===== config.mk =====
export PLATFORM = sky130hd
export DESIGN_NAME = pwm_skip_overcurrent_ctrl
export DESIGN_NICKNAME = d
export VERILOG_FILES = /design/src/shared/pwm_skip_pkg.sv /design/src/rtl/pwm_event_counter.sv /design/src/rtl/pwm_skip_overcurrent_ctrl.sv
export SDC_FILE = /design/constraint.sdc
export NUM_CORES = 1
export LEC_CHECK = 0
export ABC_AREA = 1
export BUFFER_PORTS_ARGS = -buffer_cell sky130_fd_sc_hd__buf_2
export CAP_MARGIN = 30
export CORE_MARGIN = 5
export CORE_UTILIZATION = 53
export DETAILED_ROUTE_END_ITERATION = 8
export HOLD_SLACK_MARGIN = 0.1
export MAX_ROUTING_LAYER = met4
export PLACE_DENSITY_LB_ADDON = 0.05
export SETUP_SLACK_MARGIN = 0.3
export SKIP_LAST_GASP = 1
export SYNTH_ARGS = -nofsm -noshare
export SYNTH_HDL_FRONTEND = slang
export SYNTH_SLANG_ARGS = --single-unit

===== constraint.sdc =====
create_clock -name mclk -period 1.5 [get_ports mclk]
set_input_delay 0.45 -clock mclk [delete_from_list [all_inputs] [get_ports mclk]]
set_output_delay 0.45 -clock mclk [all_outputs]
set_load 0.005 [all_outputs]

===== src/shared/pwm_skip_pkg.sv =====
/*
 * Shared constants for the pulse-skip / over-current PWM control logic.
 * Assumes a 20 MHz logic clock and one-bit comparator verdicts from the
 * analog front end, already synchronous to that clock.
 */
package pwm_skip_pkg;

    // ********************************************************
    // Timing
    // ********************************************************
    localparam int CLK_HZ = 20000000;
    localparam int CLK_PERIOD_NS = 1000000000 / CLK_HZ;
    // Hiccup recovery length in PWM clock periods
    localparam int RECOVERY_PERIODS = 16100;
    // Minimum on-time used when pulses are skipped, in ns
    localparam int MIN_ON_NS = 250;
    localparam int MIN_ON_CYCLES =
        (MIN_ON_NS + CLK_PERIOD_NS - 1) / CLK_PERIOD_NS;
    // Over-current sample point before on-time end (positive sensing), ns
    localparam int PRE_END_NS = 100;
    localparam int PRE_END_CYCLES =
        (PRE_END_NS + CLK_PERIOD_NS - 1) / CLK_PERIOD_NS;

    // ********************************************************
    // Reset values
    // ********************************************************
    localparam logic RST_POWER_GOOD = 1'b0;
    localparam logic RST_STARTUP = 1'b1;

    // ********************************************************
    // Controller states
    // ********************************************************
    typedef enum logic [1:0] {
        ST_STARTUP = 2'b00,
        ST_RUN = 2'b01,
        ST_RECOVER = 2'b10
    } ctrl_state_t;

endpackage


===== src/rtl/pwm_event_counter.sv =====
/*
 * Up-counter that counts enabled events from a start pulse until a
 * terminal count and then flags done for one cycle.
 * Assumes start and tick are synchronous single-cycle levels.
 */
`timescale 1ns/100ps
module pwm_event_counter #(
    parameter int WIDTH = 16
) (
    // Clock and reset
    input wire logic mclk,
    input wire logic reset_n,
    // Control
    input wire logic start,
    input wire logic tick,
    input wire logic [WIDTH-1:0] terminal,
    // Status
    output logic busy,
    output logic done
);

    logic [WIDTH-1:0] count_q;
    logic [WIDTH-1:0] count_d;
    logic busy_q;
    logic busy_d;
    logic done_q;
    logic done_d;

    always_comb
    begin
        count_d = count_q;
        busy_d = busy_q;
        done_d = 1'b0;
        if (start)
        begin
            count_d = '0;
            busy_d = 1'b1;
        end
        else if (busy_q && tick)
        begin
            if (count_q == terminal - WIDTH'(1))
            begin
                busy_d = 1'b0;
                done_d = 1'b1;
            end
            count_d = count_q + WIDTH'(1);
        end
    end

    always_ff @(posedge mclk or negedge reset_n)
    begin
        if (!reset_n)
        begin
            count_q <= '0;
            busy_q <= 1'b0;
            done_q <= 1'b0;
        end
        else
        begin
            count_q <= count_d;
            busy_q <= busy_d;
            done_q <= done_d;
        end
    end

    assign busy = busy_q;
    assign done = done_q;

endmodule // pwm_event_counter


===== src/rtl/pwm_skip_overcurrent_ctrl.sv =====
/*
 * PWM control logic: period start, comparator turn-off, pulse skipping,
 * over-current / overload detection with hiccup recovery, power good.
 * Assumes all comparator verdicts are synchronous to mclk and that the
 * PWM clock arrives as a level on pwm_clock_in whose rising edge starts
 * each period. Drivers outside are active high.
 */

// Functional notes
// - Two modes exist: standard fixed-frequency PWM and pulse skipping.
// - Ramp reaching min of error amp and duty limit ends high-side pulse.
// - Error amp 1.5V above duty limit starts the same recovery cycle.
// - Skipping only with pulse_skip_enable set; else standard after start.
// - Start-up forces pulse skipping regardless of pulse_skip_enable.
// - Forced start-up skipping ends when feedback exceeds 90% of reference and soft-start is done.
// - Buck (polarity one) skips pulses only while running asynchronous.
// - Below skip threshold, mask set pulses; emit aligned minimum pulses.
// - High-side pulse turns on at PWM clock rising edge.
// - Polarity one means negative sensing (buck), zero positive sensing.
// - Over-current turns both drives off 16100 periods, then soft-start.
// - Sample after pulse end for polarity one, before on-time end otherwise.
// - Polarity one qualifies detection by switch node below 0V first.
// - Duty-limit overload protection stays active at all times.
// - Over-current drops power good until recovery and soft-start end.
`timescale 1ns/100ps
module pwm_skip_overcurrent_ctrl #(
    parameter int RECOVERY_LEN = pwm_skip_pkg::RECOVERY_PERIODS,
    parameter int MIN_ON_LEN = pwm_skip_pkg::MIN_ON_CYCLES,
    parameter int PRE_END_LEN = pwm_skip_pkg::PRE_END_CYCLES
) (
    // Clock and reset
    input wire logic mclk,
    input wire logic reset_n,
    // Timing from oscillator and ramp
    input wire logic pwm_clock_in,
    input wire logic ramp_at_limit,
    input wire logic ramp_near_limit,
    // Analog comparator verdicts
    input wire logic comp_over_limit,
    input wire logic comp_below_skip,
    input wire logic feedback_above_90,
    input wire logic current_sense_trip,
    input wire logic switch_node_below_zero,
    input wire logic soft_start_done,
    // Configuration
    input wire logic pulse_skip_enable,
    input wire logic current_sense_polarity,
    input wire logic async_mode,
    // Drives and status
    output logic high_side_drive,
    output logic low_side_drive,
    output logic power_good_flag,
    output logic soft_start_restart,
    output logic skip_mode_active,
    output logic recovery_active
);

    // ********************************************************
    // State and registers
    // ********************************************************
    pwm_skip_pkg::ctrl_state_t state_q;
    pwm_skip_pkg::ctrl_state_t state_d;
    logic clk_prev_q;
    logic clk_prev_d;
    logic hs_q;
    logic hs_d;
    logic ls_q;
    logic ls_d;
    logic pg_q;
    logic pg_d;
    logic restart_q;
    logic restart_d;
    logic sw_armed_q;
    logic sw_armed_d;
    logic post_sample_q;
    logic post_sample_d;
    logic min_pulse_q;
    logic min_pulse_d;
    logic [15:0] on_cnt_q;
    logic [15:0] on_cnt_d;

    logic period_start;
    logic skip_allowed;
    logic mask_set;
    logic oc_hit;
    logic fault;
    logic rec_start;
    logic rec_busy;
    logic rec_done;

    // ********************************************************
    // Recovery counter
    // ********************************************************
    // Counts PWM periods, not mclk cycles, so hiccup length follows the
    // oscillator setting just as the analog part would.
    pwm_event_counter #(
        .WIDTH(16)
    ) u_recovery (
        .mclk(mclk),
        .reset_n(reset_n),
        .start(rec_start),
        .tick(period_start),
        .terminal(16'(RECOVERY_LEN)),
        .busy(rec_busy),
        .done(rec_done)
    );

    // ********************************************************
    // Mode and fault decode
    // ********************************************************
    assign period_start = pwm_clock_in && !clk_prev_q;

    always_comb
    begin
        // Outside start-up, buck sensing only skips while asynchronous
        skip_allowed = (state_q == pwm_skip_pkg::ST_STARTUP)
            || (pulse_skip_enable
                && (!current_sense_polarity || async_mode));
        mask_set = skip_allowed && comp_below_skip;
        // Negative sensing: sample once the pulse has ended, and only after
        // the switch node went below ground in this cycle
        if (current_sense_polarity)
        begin
            oc_hit = current_sense_trip && post_sample_q
                && (sw_armed_q || switch_node_below_zero);
        end
        else
        begin
            oc_hit = current_sense_trip && hs_q
                && (ramp_near_limit
                    || on_cnt_q >= 16'(PRE_END_LEN));
        end
        // Overload check is independent of sensing windows
        fault = oc_hit || comp_over_limit;
        rec_start = (state_q != pwm_skip_pkg::ST_RECOVER) && fault;
    end

    // ********************************************************
    // Pulse generation and protection
    // ********************************************************
    always_comb
    begin
        state_d = state_q;
        clk_prev_d = pwm_clock_in;
        hs_d = hs_q;
        ls_d = ls_q;
        pg_d = pg_q;
        restart_d = 1'b0;
        sw_armed_d = sw_armed_q || switch_node_below_zero;
        post_sample_d = 1'b0;
        min_pulse_d = min_pulse_q;
        on_cnt_d = hs_q ? on_cnt_q + 16'(1) : 16'(0);
        case (state_q)
            pwm_skip_pkg::ST_STARTUP,
            pwm_skip_pkg::ST_RUN:
            begin
                if (state_q == pwm_skip_pkg::ST_STARTUP && feedback_above_90
                    && soft_start_done)
                begin
                    state_d = pwm_skip_pkg::ST_RUN;
                end
                if (period_start)
                begin
                    // Skipped periods still emit a minimum pulse on the
                    // clock edge so the output stays frequency-locked.
                    hs_d = 1'b1;
                    ls_d = 1'b0;
                    min_pulse_d = mask_set;
                    sw_armed_d = 1'b0;
                end
                else if (hs_q)
                begin
                    if (min_pulse_q)
                    begin
                        if (on_cnt_q >= 16'(MIN_ON_LEN) - 16'(1))
                        begin
                            hs_d = 1'b0;
                        end
                    end
                    else if (ramp_at_limit)
                    begin
                        hs_d = 1'b0;
                    end
                    if (!hs_d)
                    begin
                        // Low side off while skipping or asynchronous, on otherwise
                        ls_d = !(skip_allowed || async_mode);
                        post_sample_d = 1'b1;
                    end
                end
                pg_d = (state_q == pwm_skip_pkg::ST_RUN) && feedback_above_90;
                if (rec_start)
                begin
                    // Cut both drives in the detecting cycle
                    state_d = pwm_skip_pkg::ST_RECOVER;
                    hs_d = 1'b0;
                    ls_d = 1'b0;
                    pg_d = 1'b0;
                    min_pulse_d = 1'b0;
                end
            end
            pwm_skip_pkg::ST_RECOVER:
            begin
                hs_d = 1'b0;
                ls_d = 1'b0;
                pg_d = 1'b0;
                if (rec_done)
                begin
                    // Soft-start runs again; power good waits for it
                    state_d = pwm_skip_pkg::ST_STARTUP;
                    restart_d = 1'b1;
                end
            end
            default:
            begin
                state_d = pwm_skip_pkg::ST_RECOVER;
                hs_d = 1'b0;
                ls_d = 1'b0;
                pg_d = 1'b0;
            end
        endcase
    end

    always_ff @(posedge mclk or negedge reset_n)
    begin
        if (!reset_n)
        begin
            state_q <= pwm_skip_pkg::ST_STARTUP;
            clk_prev_q <= 1'b0;
            hs_q <= 1'b0;
            ls_q <= 1'b0;
            pg_q <= pwm_skip_pkg::RST_POWER_GOOD;
            restart_q <= 1'b0;
            sw_armed_q <= 1'b0;
            post_sample_q <= 1'b0;
            min_pulse_q <= 1'b0;
            on_cnt_q <= 16'h0000;
        end
        else
        begin
            state_q <= state_d;
            clk_prev_q <= clk_prev_d;
            hs_q <= hs_d;
            ls_q <= ls_d;
            pg_q <= pg_d;
            restart_q <= restart_d;
            sw_armed_q <= sw_armed_d;
            post_sample_q <= post_sample_d;
            min_pulse_q <= min_pulse_d;
            on_cnt_q <= on_cnt_d;
        end
    end

    // ********************************************************
    // Outputs
    // ********************************************************
    assign high_side_drive = hs_q;
    assign low_side_drive = ls_q;
    assign power_good_flag = pg_q;
    assign soft_start_restart = restart_q;
    assign skip_mode_active = skip_allowed;
    assign recovery_active = rec_busy;

endmodule // pwm_skip_overcurrent_ctrl


# == Word-level counts from Yosys, hierarchy flattened ==
# Index checks and enable logic that the tools add are counted.
# word_totals
reg_bits,44
in_bits,14
# op_classes
add_sub_neg,2
order_cmp,2
n_eq_ne,8
muxes,41
n_reduce_logical,30
# ops
op,n
16-bit 2-to-1 mux,3
1-bit 2-to-1 mux,34
16-bit by 1-bit adder with 16-bit output (second input constant),2
16-bit by 14-bit equality test with 1-bit output (second input constant),1
16-bit by 2-bit greater-or-equal comparator with 1-bit output (second input constant),1
16-bit by 3-bit greater-or-equal comparator with 1-bit output (second input constant),1
1-bit logical AND,12
4-bit by 3-bit inequality test with 1-bit output (second input constant),2
2-bit AND reduction,4
1-bit logical OR,6
2-bit 2-to-1 mux,3
2-bit nonzero test,3
2-bit case mux with 2 select lines,1
1-bit logical NOT,3
3-bit inequality test (second input constant),1
2-bit by 1-bit equality test with 1-bit output (second input constant),1
2-bit equality test (second input constant),1
2-bit logical NOT,1
2-bit by 1-bit inequality test with 1-bit output (second input constant),1
2-bit inequality test (second input constant),1
2-bit OR reduction,1

# == Depth between registers and ports, before layout ==
# Gate-level depths: netlist of run 1.
# depth
word_depth,11
mapped_depth,12

# == By module ==
# From an unflattened synthesis of run 1, not the netlist that was laid out.
# unflattened
cells_unflattened,437
area_unflattened_um2,3022.9
# by_module_without_submodules
module,n_inst,cells_per_inst,area_per_inst_um2,seq_area_each_um2
pwm_event_counter,1,265,1632.8,450.4
pwm_skip_overcurrent_ctrl,1,172,1390.1,650.6

# == Worst setup path after synthesis of run 1 ==
# Ideal clock, no wire load.
# synth_path
path_kind,input-to-output
start,input current_sense_polarity
end,output skip_mode_active
arrival_ns,0.725
setup_slack_ns,0.325
path_stages,3
cell_sequence,inv_1 o21ai_0 o21ai_0
# synth_via
elab_chain_len,4
# synth_lines
element,line,text
from (decl),pwm_skip_overcurrent_ctrl.sv:47,"input wire logic current_sense_polarity,"
1-bit logical NOT,pwm_skip_overcurrent_ctrl.sv:118,&& (!current_sense_polarity || async_mode));
1-bit logical OR,pwm_skip_overcurrent_ctrl.sv:118,
1-bit logical AND,pwm_skip_overcurrent_ctrl.sv:118,
1-bit logical OR,pwm_skip_overcurrent_ctrl.sv:117,|| (pulse_skip_enable
to (decl),pwm_skip_overcurrent_ctrl.sv:54,"output logic skip_mode_active,"
# No other way between the ends.

==> results.tsv, run 1 <==
metric	value	unit
count of state elements after synthesis	44	
cell family contributing the most delay on the critical path	simple AND/OR/NAND/NOR gates	
# rows	23	
vias per std cell	5.080	
placed insts	362	
Worst R2R End	u_recovery.count_q[4]	
number of port buffers	19	
fin cells	398	
global-route usage over all layers	19.52	%
Final min period	1.543	ns
Routed WL	5191	µm
total CTS buffers	5	
first-pass GRT wire length	8224	µm
proportion of layout cells with a drive suffix above 1	45.40	%
final-report max-slew violation count	0	
CP Max Fanout	16	
RSZ-0062 raised after global routing	yes	
antenna viol nets, final	0	
Final Hold Viols	0	
critical path cell sequence	ha_2 > inv_2 > nand3_2 > nor2_1 > nand2_1 > nand2_2 > nand3_4 > nand2_4 > inv_6 > nor3_1	
Post-Syn Instances	272	
Bufs and invs on worst path	2	
vias in the first global route	1927	
Die Span Y	75.55	µm
HPWL Detailed	3189	µm
Req. time, crit path	1.71	ns
final setup fails	2	
Critical Path AT	1.75	ns
CP max stage delay	0.43	ns
Area Overhead vs Synth	43.02	%
Crit Path Class	flip-flop to flip-flop	
deepest clock path buffer count	2	
clock input transition at the sequential cells of the worst setup and hold paths	0.09	ns
syn_nets	289	
outcome	finished with violations	
Final Skew	0.01264	ns
later-pin clock latency in the skew report	0.30	ns
wire per inst	13.04	µm
worst slew pin tran	0.4202	ns
LEAKAGE	0.001518	µW
initial antenna violation count	0	
CTS sink cnt	44	
routed via count	2022	
reg2reg setup slack	-0.04	ns
Worst Hold Class	primary input to asynchronous set/reset pin	
Slowest-stage cell, CP	dfrtp_1	
CP Launch Type	flip-flop	
Placer Congestion	0.8298	
yosys warns	0	
drt pass-1 iters	4	
fmax	648.1	MHz
worst setup path startpoint	on_cnt_q[1]	
Seq/Total Area, Yosys	48.35	%
final worst slack	-0.04304	ns
crit path capture	u_recovery.count_q[4]	
DRC viols	0	
final core utilization	79.70	%
r2r startpoint	on_cnt_q[1]	
ant diodes	0	
overall die width	75.55	µm
Final Hold Slack	0.1034	ns
# IOs	20	
Die Area	5708	µm²
CP endpoint kind	flip-flop	
starting DRC count in detailed routing	82	
Max-Cap Viols	0	
htree depth	2	
Core Box Area	4086	µm²
Root Buffer	clkbuf_8	
global route overflow	0	
Nets	364	
Register-to-Register Path Depth	10	
synthesized area per cell	8.372	µm²
CTS tree	built	
largest net degree at the start of global routing	45	
Distinct cells, synth	28	
Worst slew margin	71.92	%
peak supply drop	0.4173	mV
mapped cell area	2277	µm²
Worst path depth	10	
PwrDens	796.7	nW/µm²
Tcrit/Tclk final	102.9	%
failing checks	negative setup slack	
Initial Util	55.73	%
[cell families after synthesis]
group / count (synthesis) / share of synthesized area [%]
AO/OA/AOI/OAI: 23 / 5.330
buffers and inverters: 37 / 6.923
AND/OR/NAND/NOR: 149 / 31.59
XOR/XNOR: 16 / 6.154
adder cells (fa/ha/maj): 3 / 1.649
flip-flops: 44 / 48.35
[area by class of cell]
cell class	count	area, µm²
clock buffers	7	86.33
clock inverters	1	7.507
fillers	283	829.5
inverters	35	150.1
multi-input cells	191	1315
flip-flops and latches	44	1101
well taps	50	62.56
repair buffers	70	534.3
[worst min-delay path by stage]
stage | start | to | slack (ns)
3_3_place_gp | reset_n | post_sample_q | 0.45
4_1_cts | reset_n | post_sample_q | 0.12
2_1_floorplan | reset_n | clk_prev_q | 0.15
5_1_grt | reset_n | low_side_drive | 0.13
3_5_place_dp | reset_n | post_sample_q | 0.45
6_report | reset_n | post_sample_q | 0.10
[state kept, by name, indices dropped and copies added, names as in the netlist]
name	cells
clk_prev_q	1
high_side_drive	1
low_side_drive	1
min_pulse_q	1
on_cnt_q	16
post_sample_q	1
power_good_flag	1
soft_start_restart	1
state_q	2
sw_armed_q	1
u_recovery.busy	1
u_recovery.count_q	16
u_recovery.done	1
[placed cells by master (no fill, tap or decap), drive strengths merged]
cell type | Yosys | routed
xnor2 | 3 | 3
or2 | 3 | 3
clkinvlp | 0 | 2
dfrtp | 44 | 44
o211ai | 1 | 1
nand4 | 3 | 3
nand3 | 20 | 20
and3 | 1 | 1
nor2 | 57 | 57
ha | 3 | 3
clkbuf | 1 | 7
nor3 | 10 | 10
inv | 35 | 34
a21oi | 11 | 11
o21ai | 9 | 9
xor2 | 13 | 13
buf | 1 | 70
a211oi | 1 | 1
nor4 | 3 | 3
nand2 | 52 | 52
o22ai | 1 | 1
[report_power, final]
group	total, µW	internal [µW]	switching [µW]
clock network	776	374	402
logic	487	210	277
registers	1330	1270	65.2
total	2590	1850	744
[stage by stage]
stage / instance area (µm²) / setup TNS (ns) / setup WS, ns / power, µW
after floorplan: 2345 / 0 / 0.08891 / 1621
after global placement: 2664 / -0.5539 / -0.1057 / 1764
after detailed placement: 2664 / -0.9313 / -0.1510 / 1771
after CTS: 2979 / 0 / 0.001507 / 2571
after global routing: 3257 / -1.596 / -0.1976 / 2737
final: 3257 / -0.04655 / -0.04304 / 2595
[cells in the mapped netlist (all sizes together)]
cell     n  share of area [%]
o21ai    9                2.0
nor4     3               0.82
buf      1               0.88
dfrtp   44                 48
nand3   20                4.6
or2      3               0.82
and3     1               0.27
ha       3                1.6
xnor2    3                1.2
a211oi   1               0.33
nor3    10                2.4
a21oi   11                2.4
nand2   52                9.2
inv     35                5.9
nor2    57                 13
o211ai   1               0.33
nand4    3               0.82
clkbuf   1               0.16
o22ai    1               0.27
xor2    13                5.0
[worst register-to-register path: cells and delay by family (launching register included)]
kind	cells	cell delay, ns
adders and majority gates	1	0.19
and+or+nand+nor	7	0.69
buffers and inverters	2	0.15
DFF	1	0.43
[timing repair]
item                       in CTS  in global routing
hold buffers                    0                  0
pin swaps                      19                 21
resized for setup              35                 45
setup buffers                  14                 14
setup endpoints to repair      41                 46
[routing by layer]
| layer | global-route usage (%) | routed length [µm] | vias up |
|---|---|---|---|
| li1 | - | - | 1014 |
| met1 | 24.51 | 2275 | 968 |
| met2 | 31.54 | 2618 | 34 |
| met3 | 4.485 | 244 | 6 |
| met4 | 5.825 | 53 | 0 |
| met5 | - | 0 | - |
No activity file was read; power rests on OpenSTA's default activity.
==> run 2, diff against run 1 <==
- PLACE_DENSITY: not set -> 0.74
- PLACE_DENSITY_LB_ADDON: 0.05 -> not set
==> run 2 against run 1 <==
The run still ends with negative setup slack left; flip-flop and latch count is the same; critical path depth grew 1; via count grew 0.94%; first-iteration DRC count grew 76%; global-route usage grew 0.79 points; worst hold slack gained 0.0089 ns; clock power is essentially flat; routed wire length grew 9.3%; die area is the same; critical path type unchanged; critical endpoint is now state_q[1]; highest routed layer unchanged.
==> results.tsv, run 2 (synthesis results as in run 1) <==
metric	value	unit
outcome	finished with violations	
failing checks	negative setup slack	
LEAKAGE	0.001463	µW
cell family contributing the most delay on the critical path	simple AND/OR/NAND/NOR gates	
CP max stage delay	0.40	ns
Worst slew margin	75.03	%
htree depth	2	
Area Overhead vs Synth	40.05	%
CTS tree	built	
antenna viol nets, final	0	
largest net degree at the start of global routing	45	
cts hold-fix bufs	0	
Tcrit/Tclk final	105.1	%
Fillers	245	
vias per std cell	5.260	
Final Hold Viols	0	
CP Launch Type	flip-flop	
most common cell after layout, fill and taps aside	dfrtp_1	
Initial Util	55.73	%
total CTS buffers	5	
Worst Hold Class	primary input to asynchronous set/reset pin	
starting DRC count in detailed routing	144	
proportion of layout cells with a drive suffix above 1	41.72	%
first-pass GRT wire length	8487	µm
Core Box Area	4086	µm²
critical path cell sequence	ha_2 > inv_2 > nand3_2 > nor2_1 > nand2_1 > nand2_2 > nand3_4 > nand2_8 > nand2_8 > o21ai_2 > inv_1	
area post-placement	2641	µm²
# rows	23	
Slowest-stage cell, CP	dfrtp_1	
peak supply drop	0.4145	mV
Root Buffer	clkbuf_8	
vias in the first global route	1941	
most frequent cells in the layout	dfrtp_1, nand2_1, buf_4	
Max-Cap Viols	0	
Worst R2R End	state_q[1]	
deepest clock path buffer count	2	
CP Max Fanout	4	
Nets	354	
Register-to-Register Path Depth	11	
final worst slack	-0.07593	ns
number of port buffers	19	
Die Area	5708	µm²
final-report max-slew violation count	0	
# IOs	20	
wire per inst	14.63	µm
Final min period	1.576	ns
Top Registers	on_cnt_q x16, u_recovery.count_q x16, state_q x2	
Crit Path Class	flip-flop to flip-flop	
placed insts	359	
CP endpoint kind	flip-flop	
drt pass-1 iters	4	
Req. time, crit path	1.69	ns
DRC viols	0	
Fin Setup TNS	-0.8394	ns
final setup fails	23	
Final Skew	0.005077	ns
RSZ-0062 raised after global routing	yes	
clock input transition at the sequential cells of the worst setup and hold paths	0.08	ns
Most Frequent Cell on Critical Path	nand2_8	
global-route usage over all layers	20.31	%
routed via count	2041	
overall die width	75.55	µm
Placer Congestion	0.8488	
initial antenna violation count	0	
HPWL Detailed	3176	µm
post-route cell area	3189	µm²
later-pin clock latency in the skew report	0.29	ns
fmax	634.5	MHz
worst slew pin tran	0.3711	ns
CTS sink cnt	44	
r2r startpoint	on_cnt_q[1]	
fin cells	388	
ant diodes	0	
Critical Path AT	1.77	ns
final total power	2693	µW
Routed WL	5676	µm
reg2reg setup slack	-0.08	ns
Die Span Y	75.55	µm
global route overflow	0	
PwrDens	844.5	nW/µm²
Bufs and invs on worst path	2	
[run 2: cell count changes in the layout (fill, tap and decap cells not counted), sizes merged]
cell,delta
clkbuf,+1
clkinvlp,-1
buf,-11
clkinv,+2
inv,-1
[run 2: how the worst max path moves through the flow]
stage / start / to / depth (start not counted)
5_1_grt: on_cnt_q[1] / state_q[1] / 11
4_1_cts: on_cnt_q[1] / min_pulse_q / 11
3_5_place_dp: pwm_clock_in / u_recovery.count_q[12] / 10
2_1_floorplan: on_cnt_q[0] / u_recovery.count_q[3] / 12
3_3_place_gp: pwm_clock_in / u_recovery.count_q[14] / 11
6_report: on_cnt_q[1] / state_q[1] / 11
[run 2: area by class of cell]
type / count / area (µm²) / share of cell area, %
flip-flops and latches: 44 / 1101 / 34.52
clock buffers: 8 / 90.09 / 2.825
inverters: 35 / 152.6 / 4.786
repair buffers: 59 / 429.2 / 13.46
repair inverters: 1 / 16.27 / 0.5100
well taps: 50 / 62.56 / 1.962
multi-input cells: 191 / 1338 / 41.94
[run 2: repair_timing]
action                     4_1_cts  5_1_grt
gates resized for setup         28       48
pin swaps                       12        6
buffers inserted                13        7
gates cloned                     0        1
setup endpoints to repair       41       46
hold endpoints to repair         0        0
[run 2: per-stage QoR]
step                utilization (%)  setup WS (ns)  hold slack (ns)
floorplan                         -        0.08891           0.1544
global placement              64.64        -0.1070           0.4464
detailed placement            64.64        -0.1468           0.4472
CTS                           71.46        0.01708           0.1325
global route                  78.05        -0.1769           0.1302
finish                        78.05       -0.07593           0.1123
[run 2: where the power goes]
part,switching [µW],total [µW],internal (µW)
clock network,401,777,376
logic,337,585,247
registers,66.0,1330,1270
[run 2: layer usage]
layer	wire length, µm	vias up	GRT usage, %
met3	292	10	4.749
met4	93	0	6.214
li1	-	985	-
met5	0	-	-
met1	2471	992	25.17
met2	2818	54	33.08
==> run 3, diff against run 2 <==
- SETUP_SLACK_MARGIN: 0.3 -> 0.15
- SKIP_LAST_GASP: 1 -> not set
==> run 3 against run 2 <==
Clock power is 1% higher; critical path depth down 3; worst hold slack improved by 0.19 ns; largest power group unchanged; the flow still finishes with violations (negative setup slack).
==> results.tsv, run 3 (synthesis results as in run 1) <==
metric	value	unit
Fillers	248	
critical path cell sequence	buf_4 > buf_4 > nand3_1 > inv_2 > nand3_2 > nor4_4 > xor2_1 > nor2_1	
Register-to-Register Path Depth	8	
total CTS buffers	5	
CTS tree	built	
fin cells	392	
later-pin clock latency in the skew report	0.30	ns
failing checks	negative setup slack	
global route overflow	0	
drt pass-1 iters	4	
# rows	23	
internal power	1852	µW
PwrDens	840.3	nW/µm²
wire per inst	14.64	µm
outcome	finished with violations	
Max-Cap Viols	0	
Req. time, crit path	1.69	ns
Initial Util	55.73	%
Slowest-stage cell, CP	dfrtp_1	
proportion of layout cells with a drive suffix above 1	44.44	%
most frequent cells in the layout	dfrtp_1, nand2_1, buf_4	
Core Box Area	4086	µm²
global-route usage over all layers	19.53	%
Worst slew margin	76.54	%
Final Skew	0.005119	ns
Sequential Area	1101	µm²
CP Launch Type	flip-flop	
CTS sink cnt	44	
Worst Hold Class	primary input to flip-flop	
Die Span Y	75.55	µm
htree depth	2	
vias per std cell	5.321	
Area Overhead vs Synth	37.58	%
Top Registers	on_cnt_q x16, u_recovery.count_q x16, state_q x2	
Switching Share	29.65	%
Critical Path AT	1.73	ns
first-pass GRT wire length	8252	µm
antenna viol nets, final	0	
Bufs and invs on worst path	3	
final worst slack	-0.03625	ns
overall die width	75.55	µm
# IOs	20	
Routed WL	5737	µm
largest net degree at the start of global routing	28	
area of the multi-input gates	1267	µm²
Hold Crit Depth	1	
HPWL Detailed	3368	µm
Comb pwr share	19.2	%
CP Max Fanout	3	
placed insts	364	
number of port buffers	19	
most common cell after layout, fill and taps aside	dfrtp_1	
Nets	358	
initial antenna violation count	0	
Seq pwr share	50.9	%
final setup fails	12	
CP max stage delay	0.37	ns
pre-CTS setup slack	-0.07828	ns
clock power share	29.9	%
net switching power	780.6	µW
fmax	650.9	MHz
Root Buffer	clkbuf_8	
Most Frequent Cell on Critical Path	buf_4	
Placer Congestion	0.8857	
routed via count	2086	
RSZ-0062 raised after global routing	yes	
final-report max-slew violation count	0	
deepest clock path buffer count	2	
Crit Path Class	flip-flop to flip-flop	
starting DRC count in detailed routing	157	
Final min period	1.536	ns
Worst path depth	8	
Final Hold Viols	0	
DRC viols	0	
cell family contributing the most delay on the critical path	simple AND/OR/NAND/NOR gates	
peak supply drop	0.4486	mV
CP endpoint kind	flip-flop	
Die Area	5708	µm²
Final Hold Slack	0.3007	ns
LEAKAGE	0.001461	µW
worst slew pin tran	0.3519	ns
ant diodes	0	
vias in the first global route	1906	
clock input transition at the sequential cells of the worst setup and hold paths	0.09	ns
Tcrit/Tclk final	102.4	%
final core utilization	76.67	%
final total power	2633	µW
[run 3: changes by cell type in the layout (fill, tap and decap cells not counted), moves of 3 or more]
cell,before,now
nand2_4,2,5
nor2_4,20,11
buf_4,35,39
nor2_2,8,17
inv_2,6,9
[run 3: worst paths after layout]
path,end,slack [ns],from
min in group asynchronous,sw_armed_q,0.45,reset_n
worst max register to register,on_cnt_q[13],-0.04,on_cnt_q[0]
max in group asynchronous,u_recovery.count_q[4],0.53,reset_n
worst max-delay path,on_cnt_q[13],-0.04,on_cnt_q[0]
worst min register to register,soft_start_restart,0.52,u_recovery.done
worst min-delay path,clk_prev_q,0.30,pwm_clock_in
[run 3: routing by layer]
layer	vias to the layer above	part of all wire, %	GRT usage, %
li1	1000	-	-
met1	989	42	24.72
met2	77	49	31.06
met3	20	5.6	4.222
met4	0	2.8	6.796
met5	-	0	-
[run 3: repair_timing]
item | in CTS | in global routing
endpoints found under the hold margin | 1 | 0
hold buffers | 1 | 0
pin swaps | 7 | 10
resized for setup | 24 | 52
setup endpoints to repair | 32 | 42
buffers inserted | 10 | 9
[run 3: power by group through the flow]
stage	Clock (µW)	Combinational, µW	Sequential, µW
global placement	0	391	1350
floorplan	0	264	1340
finish	786	506	1340
global route	841	553	1350
detailed placement	0	400	1360
CTS	790	434	1330
[run 3: worst register-to-register path, stage by stage, from the launching register on]
cell and delay, ns:
dfrtp_1 0.37, buf_4 0.12, buf_4 0.10, nand3_1 0.13
inv_2 0.13, nand3_2 0.13, nor4_4 0.18, xor2_1 0.20
nor2_1 0.06
[run 3: layout make-up]
class / instances / area share, %
timing repair buffer: 64 / 14.90
multi-input combinational: 191 / 40.46
sequential: 44 / 35.14
clock buffer: 6 / 2.636
inverter: 35 / 4.553
clock inverter: 2 / 0.3195
tap: 50 / 1.997
[run 3: stage by stage]
step / TNS (ns) / cell area (µm²)
finish: -0.2064 / 3133
global route: -2.597 / 3133
detailed placement: -0.6222 / 2624
floorplan: 0 / 2302
global placement: -0.3059 / 2624
CTS: 0 / 2880
